<file path="config.mk">
export PLATFORM = sky130hd
export DESIGN_NAME = iadp_top
export DESIGN_NICKNAME = d
export VERILOG_FILES = /design/src/rtl/iadp_pkg.sv /design/src/rtl/iadp_top.sv
export SDC_FILE = /design/constraint.sdc
export NUM_CORES = 1
export LEC_CHECK = 0
export ABC_CLOCK_PERIOD_IN_PS = 4850
export BUFFER_PORTS_ARGS = -buffer_cell sky130_fd_sc_hd__buf_2
export CORE_AREA = 4 4 454 456
export CTS_CLUSTER_SIZE = 16
export DETAILED_ROUTE_END_ITERATION = 7
export DIE_AREA = 0 0 458 460
export PLACE_DENSITY = 0.36
export SYNTH_ARGS = -nofsm -noshare
export SYNTH_HDL_FRONTEND = slang
export SYNTH_SLANG_ARGS = --single-unit
</file>
<file path="constraint.sdc">
create_clock -name clk_in -period 4.85 [get_ports clk_in]
set_clock_uncertainty 0.15 [all_clocks]
set_input_delay 0.97 -clock clk_in [delete_from_list [all_inputs] [get_ports clk_in]]
set_output_delay 0.97 -clock clk_in [all_outputs]
set_load 0.05 [all_outputs]
</file>
<file path="src/rtl/iadp_pkg.sv">
package iadp_pkg;

  ////////////////////////////////////////////////////////////////////////////
  // register byte offsets on the host I/O port
  localparam logic [7:0] ROM_ADDR_OFS = 8'h04;
  localparam logic [7:0] ROM_DATA_OFS = 8'h08;
  localparam logic [7:0] CFG_IDX_OFS  = 8'h44;
  localparam logic [7:0] CFG_DATA_OFS = 8'h48;
  localparam logic [7:0] VIEW_RB_OFS  = 8'h70;
  localparam logic [7:0] VIEW_CTL_OFS = 8'h74;
  // boot rom registers only decode in this window
  localparam logic [2:0] ROM_WINDOW   = 3'h0;

  ////////////////////////////////////////////////////////////////////////////
  // field layouts and reset values
  localparam int           ROM_ADDR_BITS = 17;
  localparam int           CTL_SEL_LSB   = 0;
  localparam int           CTL_SEL_W     = 5;
  localparam int           CTL_OVR_BIT   = 15;
  localparam logic [15:0]  CTL_RESET     = 16'h0000;
  localparam logic [15:0]  CTL_WMASK     = 16'h801f;
  localparam logic [31:0]  ADDR_RESET    = 32'h0000_0000;
  localparam logic [7:0]   IDX_RESET     = 8'h00;

  ////////////////////////////////////////////////////////////////////////////
  // timing: rom access and program pulse, rounded up to whole cycles
  localparam int          CLK_PERIOD_NS = 10;
  localparam int          ROM_RD_NS     = 120;
  localparam int          ROM_WR_NS     = 100;
  localparam logic [7:0]  ROM_RD_CYC    =
    8'((ROM_RD_NS + CLK_PERIOD_NS - 1) / CLK_PERIOD_NS);
  localparam logic [7:0]  ROM_WR_CYC    =
    8'((ROM_WR_NS + CLK_PERIOD_NS - 1) / CLK_PERIOD_NS);

  ////////////////////////////////////////////////////////////////////////////
  // carriers
  typedef struct packed {
    logic        rd;
    logic        wr;
    logic [2:0]  window;
    logic [7:0]  addr;
    logic [31:0] wdata;
  } iadp_host_req_t;

  typedef struct packed {
    logic                     ce_n;
    logic                     oe_n;
    logic                     we_n;
    logic                     data_oe;
    logic [ROM_ADDR_BITS-1:0] addr;
    logic [7:0]               wdata;
  } iadp_rom_bus_t;

  localparam iadp_rom_bus_t ROM_BUS_IDLE = '{ce_n: 1'b1, oe_n: 1'b1, we_n: 1'b1,
                                             data_oe: 1'b0, addr: '0, wdata: 8'h00};

  typedef enum logic [3:0] {
    ST_IDLE = 4'h1,
    ST_RD   = 4'h2,
    ST_WR   = 4'h4,
    ST_HOLD = 4'h8
  } iadp_rom_state_t;

endpackage : iadp_pkg

</file>
<file path="src/rtl/iadp_top.sv">
`timescale 1ns/1ps

module iadp_top
  import iadp_pkg::*;
#(
  parameter int SET_W = 32,
  parameter int PIN_W = 16
) (
  input  wire logic                         clk_in,
  input  wire logic                         rst_in,
  input  wire iadp_host_req_t               host_req_in,
  output logic                              host_ack_out,
  output logic [31:0]                       host_rdata_out,
  output iadp_rom_bus_t                     rom_bus_out,
  input  wire logic [7:0]                   rom_data_in,
  output logic [7:0]                        cfg_index_out,
  output logic                              cfg_wr_out,
  output logic [7:0]                        cfg_wdata_out,
  input  wire logic [7:0]                   cfg_rdata_in,
  input  wire logic [CTL_SEL_W-1:0]         diag_sel_pins_in,
  input  wire logic [(SET_W<<CTL_SEL_W)-1:0] diag_sets_in,
  output logic [PIN_W-1:0]                  diag_pins_out
);

  ////////////////////////////////////////////////////////////////////////////
  // decode

  function automatic logic hit(input iadp_host_req_t req,
                               input logic [7:0]     ofs,
                               input logic           windowed);
    hit = (req.addr == ofs) && (!windowed || req.window == ROM_WINDOW);
  endfunction : hit

  iadp_rom_state_t state_q;
  iadp_rom_state_t state_d;
  logic            take;

  // new requests are only taken while no rom cycle is running
  assign take = (state_q == ST_IDLE) && (host_req_in.rd || host_req_in.wr);

  ////////////////////////////////////////////////////////////////////////////
  // registers and debug view

  logic [ROM_ADDR_BITS-1:0] addr_q;
  logic [ROM_ADDR_BITS-1:0] addr_d;
  logic [7:0]               idx_q;
  logic [7:0]               idx_d;
  logic [15:0]              ctl_q;
  logic [15:0]              ctl_d;
  logic [SET_W-1:0]         view_q;
  logic [SET_W-1:0]         view_d;
  logic [PIN_W-1:0]         pins_q;
  logic [PIN_W-1:0]         pins_d;
  logic                     cfg_wr_q;
  logic                     cfg_wr_d;
  logic [7:0]               cfg_wdata_q;
  logic [7:0]               cfg_wdata_d;
  logic [CTL_SEL_W-1:0]     eff_sel;

  always_comb begin
    addr_d      = addr_q;
    idx_d       = idx_q;
    ctl_d       = ctl_q;
    cfg_wr_d    = 1'b0;
    cfg_wdata_d = cfg_wdata_q;
    if (take && host_req_in.wr) begin
      if (hit(host_req_in, ROM_ADDR_OFS, 1'b1)) begin
        addr_d = host_req_in.wdata[ROM_ADDR_BITS-1:0];
      end
      if (hit(host_req_in, CFG_IDX_OFS, 1'b0)) begin
        idx_d = host_req_in.wdata[7:0];
      end
      if (hit(host_req_in, CFG_DATA_OFS, 1'b0)) begin
        cfg_wr_d    = 1'b1;
        cfg_wdata_d = host_req_in.wdata[7:0];
      end
      if (hit(host_req_in, VIEW_CTL_OFS, 1'b0)) begin
        ctl_d = host_req_in.wdata[15:0] & CTL_WMASK;
      end
    end
    // pins choose the set unless the override bit hands it to the field
    eff_sel = ctl_q[CTL_OVR_BIT] ? ctl_q[CTL_SEL_LSB +: CTL_SEL_W]
                                 : diag_sel_pins_in;
    view_d  = diag_sets_in[SET_W*eff_sel +: SET_W];
    pins_d  = view_d[PIN_W-1:0];
  end

  always_ff @(posedge clk_in or posedge rst_in) begin
    if (rst_in) begin
      addr_q      <= ADDR_RESET[ROM_ADDR_BITS-1:0];
      idx_q       <= IDX_RESET;
      ctl_q       <= CTL_RESET;
      view_q      <= '0;
      pins_q      <= '0;
      cfg_wr_q    <= 1'b0;
      cfg_wdata_q <= 8'h00;
    end else begin
      addr_q      <= addr_d;
      idx_q       <= idx_d;
      ctl_q       <= ctl_d;
      view_q      <= view_d;
      pins_q      <= pins_d;
      cfg_wr_q    <= cfg_wr_d;
      cfg_wdata_q <= cfg_wdata_d;
    end
  end

  ////////////////////////////////////////////////////////////////////////////
  // rom cycle engine and host answer

  logic [7:0]    cnt_q;
  logic [7:0]    cnt_d;
  iadp_rom_bus_t rom_q;
  iadp_rom_bus_t rom_d;
  logic          ack_q;
  logic          ack_d;
  logic [31:0]   rdata_q;
  logic [31:0]   rdata_d;

  always_comb begin
    state_d     = state_q;
    cnt_d       = cnt_q;
    rom_d       = rom_q;
    rom_d.addr  = addr_d;
    ack_d       = 1'b0;
    rdata_d     = rdata_q;
    case (state_q)
      ST_IDLE: begin
        if (take && hit(host_req_in, ROM_DATA_OFS, 1'b1)) begin
          rom_d.ce_n = 1'b0;
          if (host_req_in.rd) begin
            state_d    = ST_RD;
            cnt_d      = ROM_RD_CYC - 8'h01;
            rom_d.oe_n = 1'b0;
          end else begin
            state_d       = ST_WR;
            cnt_d         = ROM_WR_CYC - 8'h01;
            rom_d.we_n    = 1'b0;
            rom_d.data_oe = 1'b1;
            rom_d.wdata   = host_req_in.wdata[7:0];
          end
        end else if (take) begin
          ack_d   = 1'b1;
          rdata_d = 32'h0000_0000;
          if (host_req_in.rd) begin
            if (hit(host_req_in, ROM_ADDR_OFS, 1'b1)) begin
              rdata_d = {{(32-ROM_ADDR_BITS){1'b0}}, addr_q};
            end else if (hit(host_req_in, CFG_IDX_OFS, 1'b0)) begin
              rdata_d = {24'h00_0000, idx_q};
            end else if (hit(host_req_in, CFG_DATA_OFS, 1'b0)) begin
              rdata_d = {24'h00_0000, cfg_rdata_in};
            end else if (hit(host_req_in, VIEW_RB_OFS, 1'b0)) begin
              rdata_d = view_q;
            end else if (hit(host_req_in, VIEW_CTL_OFS, 1'b0)) begin
              rdata_d = {16'h0000, ctl_q};
            end
          end
        end
      end
      ST_RD: begin
        if (cnt_q == 8'h00) begin
          state_d    = ST_IDLE;
          rom_d      = ROM_BUS_IDLE;
          rom_d.addr = addr_d;
          ack_d      = 1'b1;
          rdata_d    = {24'h00_0000, rom_data_in};
        end else begin
          cnt_d = cnt_q - 8'h01;
        end
      end
      ST_WR: begin
        // release the strobe, keep data and select for one hold cycle
        if (cnt_q == 8'h00) begin
          state_d    = ST_HOLD;
          rom_d.we_n = 1'b1;
        end else begin
          cnt_d = cnt_q - 8'h01;
        end
      end
      ST_HOLD: begin
        state_d    = ST_IDLE;
        rom_d      = ROM_BUS_IDLE;
        rom_d.addr = addr_d;
        ack_d      = 1'b1;
        rdata_d    = 32'h0000_0000;
      end
      default: begin
        state_d = ST_IDLE;
        rom_d   = ROM_BUS_IDLE;
      end
    endcase
  end

  always_ff @(posedge clk_in or posedge rst_in) begin
    if (rst_in) begin
      state_q <= ST_IDLE;
      cnt_q   <= 8'h00;
      rom_q   <= ROM_BUS_IDLE;
      ack_q   <= 1'b0;
      rdata_q <= 32'h0000_0000;
    end else begin
      state_q <= state_d;
      cnt_q   <= cnt_d;
      rom_q   <= rom_d;
      ack_q   <= ack_d;
      rdata_q <= rdata_d;
    end
  end

  assign host_ack_out   = ack_q;
  assign host_rdata_out = rdata_q;
  assign rom_bus_out    = rom_q;
  assign cfg_index_out  = idx_q;
  assign cfg_wr_out     = cfg_wr_q;
  assign cfg_wdata_out  = cfg_wdata_q;
  assign diag_pins_out  = pins_q;

  ////////////////////////////////////////////////////////////////////////////
  // checks

  logic rom_rd_go;
  logic rom_wr_go;
  assign rom_rd_go = take && host_req_in.rd && hit(host_req_in, ROM_DATA_OFS, 1'b1);
  assign rom_wr_go = take && host_req_in.wr && hit(host_req_in, ROM_DATA_OFS, 1'b1);

  chk_addr_write: assert property (@(posedge clk_in) disable iff (rst_in)
    take && host_req_in.wr && hit(host_req_in, ROM_ADDR_OFS, 1'b1)
    |=> addr_q == $past(host_req_in.wdata[ROM_ADDR_BITS-1:0]))
    else $error("rom address register did not take write");

  chk_rom_read_ack: assert property (@(posedge clk_in) disable iff (rst_in)
    rom_rd_go |-> ##13
    (host_ack_out && rom_bus_out.oe_n && host_rdata_out[7:0] == $past(rom_data_in)))
    else $error("rom read not acked after full access time");

  chk_rom_read_hold: assert property (@(posedge clk_in) disable iff (rst_in)
    state_q == ST_RD
    |-> !rom_bus_out.ce_n && !rom_bus_out.oe_n && !host_ack_out)
    else $error("rom read strobe dropped or early ack");

  chk_rom_write_pulse: assert property (@(posedge clk_in) disable iff (rst_in)
    rom_wr_go |-> ##11
    (rom_bus_out.we_n && rom_bus_out.data_oe && !host_ack_out) ##1 host_ack_out)
    else $error("rom program strobe or ack timing wrong");

  chk_rom_write_hold: assert property (@(posedge clk_in) disable iff (rst_in)
    state_q == ST_WR
    |-> !rom_bus_out.ce_n && !rom_bus_out.we_n && rom_bus_out.data_oe && !host_ack_out)
    else $error("rom program strobe dropped or early ack");

  chk_rom_addr_follow: assert property (@(posedge clk_in) disable iff (rst_in)
    rom_bus_out.addr == addr_q)
    else $error("rom address pins differ from address register");

  chk_rom_idle_bus: assert property (@(posedge clk_in) disable iff (rst_in)
    state_q == ST_IDLE |-> rom_bus_out.ce_n && rom_bus_out.we_n && !rom_bus_out.data_oe)
    else $error("rom bus active while engine idle");

  chk_idx_load: assert property (@(posedge clk_in) disable iff (rst_in)
    take && host_req_in.wr && hit(host_req_in, CFG_IDX_OFS, 1'b0)
    |=> cfg_index_out == $past(host_req_in.wdata[7:0]))
    else $error("config index not loaded");

  chk_cfg_read: assert property (@(posedge clk_in) disable iff (rst_in)
    take && host_req_in.rd && hit(host_req_in, CFG_DATA_OFS, 1'b0)
    |=> host_ack_out && host_rdata_out == {24'h00_0000, $past(cfg_rdata_in)})
    else $error("config data read mismatch");

  chk_cfg_write: assert property (@(posedge clk_in) disable iff (rst_in)
    take && host_req_in.wr && hit(host_req_in, CFG_DATA_OFS, 1'b0)
    |=> cfg_wr_out && host_ack_out && cfg_wdata_out == $past(host_req_in.wdata[7:0])
    ##1 !cfg_wr_out)
    else $error("config data write not issued once");

  chk_ctl_unused: assert property (@(posedge clk_in) disable iff (rst_in)
    ctl_q[14:5] == 10'h000)
    else $error("debug control unused bits not zero");

  chk_sel_pins: assert property (@(posedge clk_in) disable iff (rst_in)
    !ctl_q[CTL_OVR_BIT] ##1 !$past(ctl_q[CTL_OVR_BIT])
    |-> view_q == $past(diag_sets_in[SET_W*diag_sel_pins_in +: SET_W]))
    else $error("debug view ignored select pins");

  chk_sel_override: assert property (@(posedge clk_in) disable iff (rst_in)
    ctl_q[CTL_OVR_BIT] |=> view_q == $past(diag_sets_in[SET_W*ctl_q[4:0] +: SET_W])
    && diag_pins_out == view_q[PIN_W-1:0])
    else $error("debug override select not applied");

endmodule : iadp_top

</file>
==> flow_metrics.env, run 1 <==
export IMPL_dr_pass1_iters=5
export IMPL_end_kind="register"
export IMPL_holdWs_ns=0.296
export IMPL_core_mm2=0.202
export IMPL_synth_cell_types=64
export IMPL_p_seq_share_pct=25.6
export IMPL_ant_nets=0
export IMPL_root_buffer="clkbuf_16"
export IMPL_final_cell_mix="1170 x buf_2, 593 x nand2_1, 237 x nand2b_1"
export IMPL_yosysSeqAreaShare_pct=22.3
export IMPL_rows=165
export IMPL_post_dp_cell_area_mm2=0.0262
export IMPL_vias_per_cell=3.99
export IMPL_drt_wirelength_per_cell_um=33.3
export IMPL_ios=1187
export IMPL_hold_class="in2async"
export IMPL_pre_cts_slack_ns=0.582
export IMPL_worstPathCellList="mux2_8, buf_4, a21oi_1, o21ai_0, o211ai_1, nor3_1"
export IMPL_total_power_mw=6.52
export IMPL_syn_area_mm2=0.0164
export IMPL_drcViolationCount=0
export IMPL_rsz0062_at_grt="false"
export IMPL_cap_violations=0
export IMPL_cts_htree_levels=4
export IMPL_fmax_ghz=0.247
export IMPL_die_area_mm2=0.211
export IMPL_critical_path_max_stage_delay_ns=0.92
export IMPL_synth_ff_type="dfrtp_1"
export IMPL_fin_crit_sh_pct=83.6
export IMPL_start_util_pct=8.14
export IMPL_syn_mean_instance_area_um2=7.02
export IMPL_final_cell_area_mm2=0.0270
export IMPL_synth_edf_count=0
export IMPL_nets=4544
export IMPL_async_reset_ff_share_pct=100
export IMPL_numCtsBuffers=17
export IMPL_p_sw_mw=3.28
export IMPL_hold_violations=0
export IMPL_grt_pass1_vias=24400
export IMPL_overflow=0
export IMPL_cts_tree="built"
export IMPL_power_frac_comb_pct=51.5
export IMPL_gp_congestion=0.902
export IMPL_instances_no_fill=6212
export IMPL_drv_slew=0
export IMPL_wl_mm=207
export IMPL_die_w_um=458
export IMPL_ctsResizeCount=0
export IMPL_syn_to_final_growth_pct=64.4
export IMPL_drive_gt1_share_pct=42.9
export IMPL_setup_viol=0
export IMPL_layout_commonest_cell="buf_2"
export IMPL_clock_path_buffers=2
export IMPL_port_buffers=1171
export IMPL_grt_pass1_wl_mm=258
export IMPL_period_minus_slack_ns=4.05
export IMPL_track_usage_pct=18.7
export IMPL_clock_sinks=146
export IMPL_powerDensity_mw_per_mm2=241
export IMPL_synth_cells=2338
export IMPL_synth_nets=3432
export IMPL_status="complete, no violations"
export IMPL_worstPathRequired_ns=5.10
export IMPL_fp_dieH_um=460
export IMPL_ys_ff_latch=146
export IMPL_criticalPathCategory="reg2reg"
export IMPL_clock_power_share_pct=22.9
export IMPL_yosysWarnings=0
export IMPL_fin_setup_tns_ns=0
export IMPL_drt_iter0_markers=2098
export IMPL_crit_slowest_cell="dfrtp_2"
export IMPL_p_int_mw=3.24
export IMPL_arrival_ns=4.30
export IMPL_vias=24800
export IMPL_cts_clk_slew_worst_paths_ns=0.09
export IMPL_power_share_switching_pct=50.3
export IMPL_cts_setup_buffers=0
export IMPL_postLayoutCoreUtil_pct=13.4
export IMPL_dp_cells=6103
export IMPL_start_kind="register"
export IMPL_antenna_found_initial=226
export IMPL_p_leak_nw=12.1
export IMPL_ir_worst_vdd_uv=262
export IMPL_clk_latency_ns=0.53
export IMPL_cts_hold_buffers=0
export IMPL_dp_hpwl_mm=182
export IMPL_slew_headroom_pct=23.7
export IMPL_crit_fanout=53
export IMPL_tightestPinTransition_ns=1.14
export IMPL_grt_max_degree=117
export IMPL_fin_ws_ns=0.797
## metal layers
layer / track usage, % / up-vias / routed length [um]
met2: 31.1 / 1524 / 95200
met1: 24.2 / 12100 / 88400
met4: 3.09 / 76 / 4480
li1: - / 10800 / -
met5: 0 / - / 505
met3: 5.55 / 317 / 18100
## path summary, 6_finish.rpt
path,slack [ns],depth (start not counted),end,start
max in group asynchronous,3.04,3,host_ack_out,rst_in
min in group clk_in,0.31,2,host_rdata_out[18],host_rdata_out[18]
max reg2reg,0.80,6,diag_pins_out[12],ctl_q[15]
min,0.30,2,rom_bus_out[0],rst_in
max,0.80,6,diag_pins_out[12],ctl_q[15]
min reg2reg,0.31,2,host_rdata_out[18],host_rdata_out[18]
## kinds of logic (layout without fill, tap and decap cells)
| family | Yosys count | count (layout) | synth area share [%] |
|---|---|---|---|
| AND/OR/NAND/NOR | 1246 | 1246 | 36.6 |
| adder cells (fa/ha/maj) | 2 | 2 | 0.152 |
| multiplexers | 119 | 119 | 11.9 |
| flip-flops | 146 | 146 | 22.3 |
| XOR/XNOR | 7 | 7 | 0.373 |
| buffers and inverters | 227 | 1352 | 5.92 |
| AO/OA/AOI/OAI | 591 | 591 | 22.8 |
| other | 0 | 77 | 0 |
## Yosys cell counts (all sizes together) (49+ instances only)
cell type | n | share of area (%)
a21oi | 229 | 7.0
a22oi | 129 | 5.9
buf | 74 | 2.4
clkbuf | 142 | 3.2
dfrtp | 142 | 22
mux4 | 58 | 8.0
nand2 | 595 | 14
nand2b | 237 | 9.0
nand3 | 111 | 3.4
nor2 | 74 | 1.7
nor3 | 63 | 1.9
nor4 | 86 | 3.5
o21ai | 49 | 1.5
o22ai | 70 | 2.7
## layout make-up
cell class              instances  area [um^2]
flip-flops and latches        146         3660
repair buffers               1309         7020
clock buffers                  17          425
clock inverters                15          188
well taps                    2672         3340
multi-input cells            1965        12100
inverters                      11         45.0
fillers                     23700       175000
diodes                         77          193
## power groups by stage
stage / logic, mW / clock network, mW / registers, mW
2_1_floorplan: 1.51 / 0 / 1.77
6_report: 3.36 / 1.49 / 1.67
4_1_cts: 3.45 / 1.59 / 1.69
3_5_place_dp: 3.44 / 0 / 1.71
3_3_place_gp: 3.44 / 0 / 1.72
5_1_grt: 3.63 / 1.61 / 1.70
## worst max-delay path, delay by kind of cell, from the launching register on
kind                   cells  cell delay, ns
AO/OA/AOI/OAI              3            1.36
flip-flops                 1            0.92
multiplexers               1            0.75
buffers and inverters      1            0.39
AND/OR/NAND/NOR            1            0.28
## flip-flops by register name, indices dropped and copies added, names as in the netlist, 4 cells and up
signal          cells
cfg_wdata_out       8
cfg_index_out       8
cnt_q               8
diag_pins_out      15
addr_q             17
view_q             17
host_rdata_out     32
state_q             4
ctl_q               6
rom_bus_out        29
No activity file was read; power rests on OpenSTA's default activity.
==> run 2, diff against run 1 <==
==> config.mk (replaced) <==
export PLATFORM = sky130hd
export DESIGN_NAME = iadp_top
export DESIGN_NICKNAME = d
export VERILOG_FILES = /design/src/rtl/iadp_pkg.sv /design/src/rtl/iadp_top.sv
export SDC_FILE = /design/constraint.sdc
export NUM_CORES = 1
export LEC_CHECK = 0
export ABC_CLOCK_PERIOD_IN_PS = 3740
export BUFFER_PORTS_ARGS = -buffer_cell sky130_fd_sc_hd__buf_2
export CORE_AREA = 4 4 466 468
export CTS_CLUSTER_SIZE = 16
export DETAILED_ROUTE_END_ITERATION = 7
export DIE_AREA = 0 0 470 472
export PLACE_DENSITY = 0.35
export SYNTH_ARGS = -nofsm -noshare
export SYNTH_HDL_FRONTEND = slang
export SYNTH_SLANG_ARGS = --single-unit
==> constraint.sdc (replaced) <==
create_clock -name clk_in -period 3.74 [get_ports clk_in]
set_clock_uncertainty 0.15 [all_clocks]
set_input_delay 0.748 -clock clk_in [delete_from_list [all_inputs] [get_ports clk_in]]
set_output_delay 0.748 -clock clk_in [all_outputs]
set_load 0.05 [all_outputs]
==> flow_metrics.env, run 2 (same netlist as run 1, synthesis figures left out) <==
export IMPL_status="complete, no violations"
export IMPL_r2r_setup_slack_ns=0.24
export IMPL_clock_path_buffers=2
export IMPL_cts_hold_buffers=0
export IMPL_drv_slew=0
export IMPL_nets=4642
export IMPL_multi_input_area_mm2=0.0121
export IMPL_critical_path_max_stage_delay_ns=0.73
export IMPL_hold_violations=0
export IMPL_postLayoutCoreUtil_pct=13.2
export IMPL_worstPathCellList="buf_4, and2_4, buf_4, buf_4, a22oi_1, a21oi_1, nor3_1, nor4_1, buf_4, nor4_1"
export IMPL_overflow=0
export IMPL_largest_reg_flops=32
export IMPL_nFillCells=25100
export IMPL_cts_clk_slew_worst_paths_ns=0.09
export IMPL_clock_sinks=146
export IMPL_hold_class="in2async"
export IMPL_track_usage_pct=18.4
export IMPL_cap_violations=0
export IMPL_core_mm2=0.214
export IMPL_final_cell_mix="1171 x buf_2, 593 x nand2_1, 237 x nand2b_1"
export IMPL_period_minus_slack_ns=3.50
export IMPL_p_leak_nw=12.7
export IMPL_fmax_ghz=0.286
export IMPL_setup_viol=0
export IMPL_rsz0062_at_grt="false"
export IMPL_ir_worst_vdd_uv=350
export IMPL_start_kind="register"
export IMPL_dr_pass1_iters=8
export IMPL_drt_iter0_markers=1827
export IMPL_vias=25100
export IMPL_wl_mm=214
export IMPL_clock_power_share_pct=22.6
export IMPL_grt_max_degree=88
export IMPL_grt_pass1_wl_mm=267
export IMPL_fp_dieH_um=472
export IMPL_port_buffers=1171
export IMPL_root_buffer="clkbuf_16"
export IMPL_tightestPinTransition_ns=1.09
export IMPL_fin_crit_sh_pct=93.6
export IMPL_crit_slowest_cell="nor4_1"
export IMPL_die_w_um=470
export IMPL_final_cell_area_mm2=0.0282
export IMPL_power_frac_comb_pct=52.4
export IMPL_powerDensity_mw_per_mm2=306
export IMPL_post_dp_cell_area_mm2=0.0274
export IMPL_layout_commonest_cell="buf_2"
export IMPL_total_power_mw=8.65
export IMPL_ant_nets=0
export IMPL_worstPathRequired_ns=3.98
export IMPL_drive_gt1_share_pct=44.6
export IMPL_grt_pass1_vias=24600
export IMPL_ios=1187
export IMPL_gp_congestion=0.849
export IMPL_crit_path_frequent_cell="buf_4"
export IMPL_vias_per_cell=3.87
export IMPL_crit_fanout=19
export IMPL_drt_wirelength_per_cell_um=33.0
export IMPL_slew_headroom_pct=27.0
export IMPL_arrival_ns=3.74
export IMPL_p_int_mw=4.37
export IMPL_cts_htree_levels=4
export IMPL_syn_to_final_growth_pct=72.0
export IMPL_criticalPathCategory="reg2reg"
export IMPL_dp_hpwl_mm=191
export IMPL_start_util_pct=7.69
export IMPL_seqCellArea_mm2=0.00366
export IMPL_antenna_found_initial=264
export IMPL_power_share_switching_pct=49.5
export IMPL_numCtsBuffers=17
export IMPL_rows=170
export IMPL_cts_tree="built"
export IMPL_clk_latency_ns=0.51
export IMPL_die_area_mm2=0.222
export IMPL_p_seq_share_pct=25.0
export IMPL_fin_setup_tns_ns=0
export IMPL_p_sw_mw=4.28
export IMPL_end_kind="register"
export IMPL_drcViolationCount=0
==> run 2: cell count changes in the layout (fill, tap and decap cells not counted), sizes merged <==
cell | before | now
inv | 16 | 18
clkinv | 8 | 4
bufinv | 0 | 1
clkinvlp | 2 | 3
buf | 1309 | 1407
diode | 77 | 76
==> run 2: cell type report <==
cell class	count	share of cell area (%)
clock inverter	15	0.656
timing repair buffer	1407	28.5
clock buffer	17	1.51
inverter	11	0.159
sequential	146	13.0
multi-input combinational	1965	43.0
tap	2838	12.6
antenna	76	0.673
==> run 2: what timing repair did <==
item,4_1_cts,5_1_grt
buffers inserted,0,3
resized for setup,1,1
endpoints found under the setup margin,1,1
==> run 2: per-layer routing <==
metal	wire, um	track usage (%)
met1	90300	23.1
met2	99800	31.0
met3	17900	5.95
met4	5270	3.48
met5	523	0
==> run 2: worst max-delay path: cells and delay by family (launching register included) <==
kind / cells / cell delay, ns
buffers and inverters: 4 / 0.90
AO/OA/AOI/OAI: 2 / 0.26
flip-flops: 1 / 0.67
AND/OR/NAND/NOR: 4 / 1.30
==> run 2: final timing paths <==
kind | startpoint | end | cells after the start
max in group asynchronous | rst_in | cfg_index_out[3] | 3
setup / recovery | ctl_q[15] | view_q[28] | 10
min in group clk_in | host_rdata_out[20] | host_rdata_out[20] | 2
setup reg to reg | ctl_q[15] | view_q[28] | 10
hold / removal | rst_in | rom_bus_out[0] | 3
hold reg to reg | host_rdata_out[20] | host_rdata_out[20] | 2
==> run 2: power groups by stage <==
| stage | sequential, mW | clock [mW] | combinational (mW) |
|---|---|---|---|
| 6_report | 2.16 | 1.96 | 4.53 |
| 5_1_grt | 2.20 | 2.10 | 4.89 |
| 4_1_cts | 2.18 | 2.07 | 4.66 |
| 3_5_place_dp | 2.21 | 0 | 4.64 |
| 3_3_place_gp | 2.22 | 0 | 4.64 |
| 2_1_floorplan | 2.30 | 0 | 1.95 |
==> run 2: through the flow <==
step | instances | hold slack (ns) | worst slack [ns]
floorplan | 2338 | 0.292 | 0.885
global placement | 6362 | 0.302 | -0.451
detailed placement | 6364 | 0.306 | -0.150
CTS | 6396 | 0.184 | 0.00890
global route | 6425 | 0.213 | 0.0989
finish | 6475 | 0.205 | 0.238
